==> config.mk <==
export PLATFORM = sky130hd
export DESIGN_NAME = ivt_regs
export DESIGN_NICKNAME = d
export VERILOG_FILES = /design/src/verilog/ivt_pkg.sv /design/src/verilog/ivt_regs.sv
export VERILOG_INCLUDE_DIRS = /design/src /design/src/verilog
export SDC_FILE = /design/constraint.sdc
export NUM_CORES = 1
export LEC_CHECK = 0
export BUFFER_PORTS_ARGS = -buffer_cell sky130_fd_sc_hd__buf_2
export CELL_PAD_IN_SITES_DETAIL_PLACEMENT = 1
export CELL_PAD_IN_SITES_GLOBAL_PLACEMENT = 1
export CORE_ASPECT_RATIO = 0.75
export CORE_UTILIZATION = 39
export DETAILED_ROUTE_END_ITERATION = 7
export PLACE_DENSITY_LB_ADDON = 0.1
export REMOVE_ABC_BUFFERS = 1
export SETUP_SLACK_MARGIN = 0.1
export SLEW_MARGIN = 25
export SYNTH_ARGS = -nofsm -noshare
export SYNTH_HDL_FRONTEND = slang
export SYNTH_SLANG_ARGS = --single-unit
==> constraint.sdc <==
create_clock -name clk -period 2.2 [get_ports clk]
set_input_delay 0.11 -clock clk [delete_from_list [all_inputs] [get_ports clk]]
set_output_delay 0.11 -clock clk [all_outputs]
set_load 0.02 [all_outputs]
==> src/verilog/ivt_defs.svh <==
/*
 * constants for the interrupt enable and vlan tag register slice:
 * offsets, field positions, reset values.
 * assumes inclusion by bare name; definitions only.
 */
// Overview of operation
// RULE1 - pending passes status only when enabled
// RULE2 - one enable bit per status condition
// RULE3 - enable bits 31:9 read zero
// RULE4 - bit 8 enables phy reset done
// RULE5 - bits 7,6,5: ready, clock lock, tx done
// RULE6 - bits 4,3,2: overrun, refused, rx done
// RULE7 - bits 1,0: negotiation, mac access done
// RULE8 - pending bit 1 shows negotiation done
// RULE9 - pending bit 0 shows mac access done
// RULE10 - tag registers act only when built in
// RULE11 - tx tag inserted after source address
// RULE12 - rx tag inserted after source address
// RULE13 - tag registers rw, reset zero, fields
// RULE14 - pending 5 tx done, 2 rx done
// RULE15 - pending is status and enable combined
`ifndef IVT_DEFS_SVH
`define IVT_DEFS_SVH
`define IVT_ADDR_STATUS 8'h0C
`define IVT_ADDR_PENDING 8'h10
`define IVT_ADDR_ENABLE 8'h14
`define IVT_ADDR_TXTAG 8'h18
`define IVT_ADDR_RXTAG 8'h1C
`define IVT_ADDR_MASK 8'h20
`define IVT_NUM_IRQ 9
`define IVT_BIT_PHYRST 8
`define IVT_BIT_XCVRRDY 7
`define IVT_BIT_RXLOCK 6
`define IVT_BIT_TXDONE 5
`define IVT_BIT_RXOVR 4
`define IVT_BIT_RXREF 3
`define IVT_BIT_RXDONE 2
`define IVT_BIT_NEG 1
`define IVT_BIT_MACACC 0
`define IVT_IRQ_RST 9'h000
`define IVT_TAG_RST 32'h0000_0000
`define IVT_TAG_TPID_HI 31
`define IVT_TAG_TPID_LO 16
`define IVT_TAG_PRI_HI 15
`define IVT_TAG_PRI_LO 13
`define IVT_TAG_CFI 12
`define IVT_TAG_VID_HI 11
`endif

==> src/verilog/ivt_pkg.sv <==
/*
 * types for the interrupt enable and vlan tag register slice.
 * assumes ivt_defs.svh on the include path.
 */
`default_nettype none
`include "ivt_defs.svh"
package ivt_pkg;
    typedef logic [`IVT_NUM_IRQ-1:0] ivt_irq_t;

    // tag layout: tpid, priority, cfi, vlan id
    typedef struct packed {
        logic [15:0] tpid;
        logic [2:0] priority_;
        logic cfi;
        logic [11:0] vid;
    } ivt_tag_t;

    typedef struct packed {
        logic [7:0] addr;
        logic [31:0] wdata;
        logic wr;
        logic rd;
    } ivt_bus_t;

    typedef struct packed {
        ivt_irq_t status;
        ivt_irq_t enable;
        ivt_irq_t pending;
        ivt_irq_t mask;
        ivt_tag_t txTag;
        ivt_tag_t rxTag;
        logic [31:0] rdata;
        logic irq;
        ivt_tag_t txTagOut;
        ivt_tag_t rxTagOut;
        logic txTagEn;
        logic rxTagEn;
    } ivt_state_t;
endpackage
`default_nettype wire

==> src/verilog/ivt_regs.sv <==
/*
 * interrupt enable, pending and vlan tag register slice.
 * assumes single clock, events arrive as same-clock one-cycle pulses
 * from the mac datapath; the tag outputs feed a datapath that inserts
 * the tag word right after the source address.
 */
// The address-and-strobe port was decided locally.
`timescale 1ns/1ps
`default_nettype none
`include "ivt_defs.svh"
module ivt_regs
    import ivt_pkg::*;
#(
    parameter bit BUILD_TX_TAGGING = 1'b1,
    parameter bit BUILD_RX_TAGGING = 1'b1
) (
    input wire logic clk,
    input wire logic rst_n,
    input wire logic [7:0] regAddr,
    input wire logic [31:0] regWdata,
    input wire logic regWr,
    input wire logic regRd,
    output logic [31:0] regRdata,
    input wire logic [`IVT_NUM_IRQ-1:0] eventIn,
    output logic irq,
    output logic [`IVT_NUM_IRQ-1:0] pendingOut,
    output logic [31:0] txTagOut,
    output logic [31:0] rxTagOut,
    output logic txTagEnable,
    output logic rxTagEnable
);
    ivt_state_t state_r;
    ivt_state_t state_nxt;
    ivt_bus_t bus;

    assign bus = '{addr: regAddr, wdata: regWdata, wr: regWr, rd: regRd};

    always_comb begin
        ivt_irq_t statusNew;
        ivt_irq_t w1c;
        logic [31:0] rdata;
        statusNew = '0;
        w1c = '0;
        rdata = 32'h0000_0000;
        state_nxt = state_r;
        if (bus.wr && bus.addr == `IVT_ADDR_STATUS) begin
            w1c = bus.wdata[`IVT_NUM_IRQ-1:0];
        end
        // set beats clear so an event in the clearing cycle is kept
        statusNew = (state_r.status & ~w1c) | eventIn;
        state_nxt.status = statusNew;
        if (bus.wr) begin
            case (bus.addr)
                // one enable per status condition, same position [RULE2]
                // bits 8..0: phy reset [RULE4] ready, lock, tx [RULE5]
                // overrun, refused, rx [RULE6] negotiation, access [RULE7]
                `IVT_ADDR_ENABLE: state_nxt.enable =
                    bus.wdata[`IVT_NUM_IRQ-1:0];
                `IVT_ADDR_MASK: state_nxt.mask = bus.wdata[`IVT_NUM_IRQ-1:0];
                `IVT_ADDR_TXTAG: state_nxt.txTag = bus.wdata; // [RULE13]
                `IVT_ADDR_RXTAG: state_nxt.rxTag = bus.wdata; // [RULE13]
                default: ;
            endcase
        end
        // status passes to pending only where enabled [RULE1] [RULE15]
        // bit 1 negotiation [RULE8], bit 0 access [RULE9], 5/2 [RULE14]
        state_nxt.pending = statusNew & state_nxt.enable;
        state_nxt.irq = |(state_nxt.pending & state_nxt.mask);
        if (bus.rd) begin
            case (bus.addr)
                `IVT_ADDR_STATUS: rdata = {23'h00_0000, state_r.status};
                `IVT_ADDR_PENDING: rdata = {23'h00_0000, state_r.pending};
                // upper bits are reserved and read zero [RULE3]
                `IVT_ADDR_ENABLE: rdata = {23'h00_0000, state_r.enable};
                `IVT_ADDR_TXTAG: rdata = state_r.txTag;
                `IVT_ADDR_RXTAG: rdata = state_r.rxTag;
                `IVT_ADDR_MASK: rdata = {23'h00_0000, state_r.mask};
                default: rdata = 32'h0000_0000;
            endcase
        end
        state_nxt.rdata = rdata;
        // tag registers drive the datapath only when built in [RULE10]
        // datapath puts these words after the source address [RULE11] [RULE12]
        state_nxt.txTagEn = BUILD_TX_TAGGING;
        state_nxt.rxTagEn = BUILD_RX_TAGGING;
        state_nxt.txTagOut = BUILD_TX_TAGGING ? state_nxt.txTag : '0;
        state_nxt.rxTagOut = BUILD_RX_TAGGING ? state_nxt.rxTag : '0;
    end

    always_ff @(posedge clk) begin
        if (!rst_n) begin
            state_r <= '0;
        end else begin
            state_r <= state_nxt;
        end
    end

    assign regRdata = state_r.rdata;
    assign irq = state_r.irq;
    assign pendingOut = state_r.pending;
    assign txTagOut = state_r.txTagOut;
    assign rxTagOut = state_r.rxTagOut;
    assign txTagEnable = state_r.txTagEn;
    assign rxTagEnable = state_r.rxTagEn;
endmodule // ivt_regs
`default_nettype wire

==> reports/results.ini, run 1 <==
[status]
status=complete, no violations

[logic_synthesis]
synth_area_um2=6260
synth-main-ff-cell=dfxtp_1
yosysSeqAreaShare_pct=42.9
ys_seq_elements=134
synthCells=731
yosys.cell_types.count=40
synth_edf_count=0
syn_area_per_cell_um2=8.56
async_flop_share_pct=0
synth_warnings=0

[clock_tree]
clk_pin_slew_ns=0.06
cts_htree_levels=4
numCtsBuffers=17
cts.sinks=134
clock_path_buffers=2
tritoncts=yes
clkLatencyLatePin_ns=0.42
ctsResizeCount=0
cts_setup_buffers=0
cts_hold_buf=30
cts-root-buf=clkbuf_16

[pwr]
ir_drop_mv=0.542
combinationalPowerShare_pct=5.4
power_density_nw_per_um2=728
p_leak_nw=3.10
switching_share_pct=22.5
p_clk_share_pct=50.2
p_switching_mw=1.24
p_int_mw=4.27
seq_power_share_pct=44.5

[sta]
setup_viol=0
hold_violations=0
worstMarginPinSlew_ns=0.531
post-route-min-period_ns=1.81
relSlewSlack_pct=64.6
rsz0062_at_grt=no
fin_hold_ws_ns=0.0142
drv_slew=0
finalClockSkew_ns=0.00652
tns_ns=0
fmax_mhz=553
finalCritPeriodShare_pct=82.2

[global_routing]
grt_pass1_wl_mm=30.1
antenna_found_initial=0
grt_usage_pct=23.6
grt_max_degree=60
grt_overflow=0
grt_pass1_vias=5611

[drt]
drt_wl_total_mm=18.9
remaining_drc_errors=0
vias=5265
routed_via_density=5.02
avgRoutedWirePerCell_um=18.0
drtPass1Iterations=5
drtIter0Drc=253
ant_nets=0

[critical_path]
worstPathArrival_ns=2.11
startpoint_type=input pin
crit_path_end_kind=flip-flop
path_class=in2reg
cp.required_ns=2.50
cp_max_fo=8
ff2ff_setup_slack_ns=0.75

[cells_and_area]
syn_to_final_growth_pct=21.1
final_core_util_pct=49.0
num_antenna_cells=0
stdcell_count=1049
fin_nets=885
drive_gt1_share_pct=30.2

[floorplanning]
start_util_pct=40.5
fp.dieW_um=148
die-area_um2=16600
die_y_um=112
core_area_um2=15500
num_rows=39
io_pins=161

[place]
place_hpwl_mm=12.9
dp_cells=988
gp_congestion=0.836
port-buffer-count=160

[min_path]
hold_path_class=in2reg

[flow_run]
cap_violations=0

[flip-flops by register name (all words and copies together) (netlist names)]
signal,flops
rxTagEnable,1
pendingOut,9
irq,1
state_r,27
regRdata,32
txTagOut,32
rxTagOut,32
[kinds of logic after synthesis]
logic type	count (synthesis)	synth area share, %
simple gates	257	18.4
buf+inv	165	16.6
mux	15	2.52
compound gates	160	19.6
flops	134	42.9
[area by class of cell]
type                       count  area, µm²
clock buffer                  18        439
clock inverter                13        133
fill                        1846       7890
inverter                      12       45.0
multi-input combinational    432       2540
sequential                   134       2680
tap                          205        256
timing repair buffer         235       1480
[worst paths after layout]
| kind | start | to | cells after the start |
|---|---|---|---|
| min reg2reg | txTagOut[29] | txTagOut[29] | 2 |
| max | regAddr[7] | irq | 8 |
| max reg2reg | state_r[191] | irq | 5 |
| min | regWdata[7] | txTagOut[7] | 3 |
[power groups by stage]
stage	combinational, mW	clock (mW)	sequential (mW)
after floorplan	0.0701	0	2.51
after global placement	0.247	0	2.50
after detailed placement	0.252	0	2.50
after CTS	0.296	2.82	2.45
after global routing	0.317	2.95	2.45
final	0.296	2.77	2.45
[synthesized netlist by cell type (9+ instances only)]
cell | n | area share [%]
dfxtp_1 | 134 | 43
nand2_1 | 164 | 9.8
a21boi_0 | 40 | 4.8
a21oi_1 | 16 | 1.3
a21boi_1 | 36 | 4.3
a221oi_1 | 13 | 1.8
buf_2 | 10 | 0.80
clkbuf_1 | 32 | 1.9
inv_1 | 12 | 0.72
nor2_1 | 40 | 2.4
mux2i_1 | 9 | 1.4
a22oi_1 | 32 | 3.8
buf_4 | 107 | 13
nor2b_1 | 18 | 1.8
[metrics by stage]
step,area [µm²],power (mW),setup slack (ns)
detailed placement,6700,2.76,-0.0294
CTS,7570,5.56,0.397
finish,7570,5.51,0.391
global placement,6700,2.75,0.00882
global route,7570,5.72,0.274
floorplan,5260,2.58,-0.723
[critical path, cell delays in order]
cell and delay, ns:
buf_2 0.12, or4_4 0.63, buf_4 0.18, nor2_2 0.23
nand3_1 0.12, a21oi_1 0.23, nor3_1 0.09, o41a_1 0.40
[routing by layer]
layer / track usage (%) / share of wire [%] / vias to the layer above
met5: 0 / 0 / -
met4: 7.35 / 0.99 / 0
met3: 5.45 / 5.7 / 18
met2: 38.7 / 47 / 141
met1: 30.8 / 47 / 2568
li1: - / - / 2538
[cell usage in the layout, fill, tap and decap left out, drive strengths merged, types with 2 or more instances in the layout]
cell type and instances:
nor2 41, o32ai 7, and2 3, and2b 6, o22ai 3, bufinv 2, a21oi 16, and3 2
a21boi 76, clkbuf 18, inv 13, a221oi 13, nand3 6, a22oi 32, dlygate4sd3 30, mux2i 9
nand3b 7, mux2 6, a31oi 3, nor3 3, clkinv 9, nand2 164, buf 205, nor2b 18
dfxtp 134, a21o 7, nor3b 2
Note: power is estimated with default switching activity, not from simulation.
==> inputs of run 2 (changes only) <==
==> constraint.sdc (replaced) <==
create_clock -name clk -period 1.77 [get_ports clk]
set_input_delay 0.0885 -clock clk [delete_from_list [all_inputs] [get_ports clk]]
set_output_delay 0.0885 -clock clk [all_outputs]
set_load 0.02 [all_outputs]
==> reports/results.ini, run 2 (synthesized netlist as in run 1, its figures left out) <==
[critical_path]
path_class=in2reg
ff2ff_setup_slack_ns=0.40
cp.required_ns=2.07
crit_path_end_kind=flip-flop
startpoint_type=input pin
r2r_start=rxTagOut[8]
worstRegToRegCells=5
cp_max_fo=8
reg2reg_to=regRdata[8]
worstPathArrival_ns=1.95

[cells_and_area]
layout_common_cells=159 x buf_2, 158 x nand2_1, 134 x dfxtp_1, 63 x buf_4
num_antenna_cells=0
n_fill_cell=1823
fin_area_um2=8150
syn_to_final_growth_pct=30.3
layout_commonest_cell=buf_2
stdcell_count=1080
final_core_util_pct=52.7
fin_nets=916
drive_gt1_share_pct=35.4

[floorplanning]
die-area_um2=16600
start_util_pct=40.5
io_pins=161
num_rows=39
die_y_um=112
core_area_um2=15500
fp.dieW_um=148

[place]
dp_slack_ns=-0.415
dpl-instance-area_um2=6900
gp_congestion=0.862
place_hpwl_mm=13.7
port-buffer-count=160
dp_cells=1006

[drt]
drt_wl_total_mm=20.5
avgRoutedWirePerCell_um=19.0
routed_via_density=5.04
vias=5438
met3_length_mm=1.27
topRoutingLayerUsed=met4
drtIter0Drc=324
remaining_drc_errors=0
drtPass1Iterations=4
drt-met1-wl_mm=9.07
ant_nets=0
routed-wl-met2_mm=10.1

[clock_tree]
clk_pin_slew_ns=0.06
cts.sinks=134
clock_path_buffers=2
numCtsBuffers=17
clkLatencyLatePin_ns=0.42
tritoncts=yes
cts_htree_levels=4
cts-root-buf=clkbuf_16

[sta]
fin_hold_ws_ns=0.0344
fmax_mhz=607
rsz0062_at_grt=yes
setup_ws_ns=0.121
finalCritPeriodShare_pct=93.2
hold_violations=0
relSlewSlack_pct=75.1
post-route-min-period_ns=1.65
finalClockSkew_ns=0.00897
worstMarginPinSlew_ns=0.374
tns_ns=0
drv_slew=0
setup_viol=0

[min_path]
holdPathStages=2
hold_end=rxTagOut[4]
hold_path_class=in2reg
min-delay-start=rst_n

[pwr]
ir_drop_mv=0.663
p_leak_nw=3.33
power.total_mw=7.32
power_density_nw_per_um2=898

[global_routing]
grt_usage_pct=25.1
grt_pass1_vias=5718
grt_overflow=0
grt_max_degree=48
antenna_found_initial=0
grt_pass1_wl_mm=31.3

[flow_run]
cap_violations=0

[status]
status=complete, no violations

[run 2: cell types whose count changed in the layout (fill, tap and decap cells not counted), sizes merged]
cell	delta
clkbuf	+4
clkinv	-7
dlygate4sd3	-1
clkinvlp	+2
buf	+30
bufinv	+2
inv	+1
[run 2: metal layers]
layer	up-vias	track usage (%)
met5	-	0
met4	0	8.11
li1	2609	-
met1	2669	31.6
met3	13	6.48
met2	147	41.8
[run 2: repair_timing]
| item | 4_1_cts | 5_1_grt |
|---|---|---|
| buffers inserted | 2 | 10 |
| hold endpoints to repair | 64 | 0 |
| gates cloned | 0 | 2 |
| setup endpoints to repair | 5 | 56 |
| pin swaps | 9 | 13 |
| hold buffers | 29 | 0 |
| resized for setup | 10 | 28 |
[run 2: cell type report]
type | instances | area (µm²) | area share (%)
Clock inverter | 11 | 170 | 2.09
Inverter | 12 | 45.0 | 0.552
Clock buffer | 20 | 467 | 5.72
Timing Repair Buffer | 266 | 1830 | 22.4
Multi-Input combinational cell | 432 | 2710 | 33.2
Tap cell | 205 | 256 | 3.15
Sequential cell | 134 | 2680 | 32.9
[run 2: critical path, stage by stage]
cell and delay (ns):
buf_6 0.10, or4_4 0.61, buf_4 0.18, o32ai_4 0.27
a221oi_2 0.06, a22oi_2 0.19, nand3_2 0.12, o41a_1 0.31
[run 2: power breakdown]
part / internal, mW / switching [mW] / total (mW)
clock: 2.47 / 1.37 / 3.83
combinational: 0.225 / 0.208 / 0.434
sequential: 3.04 / 0.0186 / 3.05
total: 5.73 / 1.59 / 7.32
[run 2: worst max path at each step]
| stage | startpoint | slack [ns] | cells after the start | end |
|---|---|---|---|---|
| after floorplan | regAddr[7] | -1.13 | 6 | rxTagOut[0] |
| final | regAddr[0] | 0.12 | 8 | irq |
| after detailed placement | regAddr[7] | -0.41 | 7 | irq |
| after global placement | regAddr[7] | -0.37 | 7 | irq |
| after global routing | regAddr[0] | 0.05 | 10 | regRdata[1] |
| after CTS | regAddr[6] | 0.09 | 7 | irq |
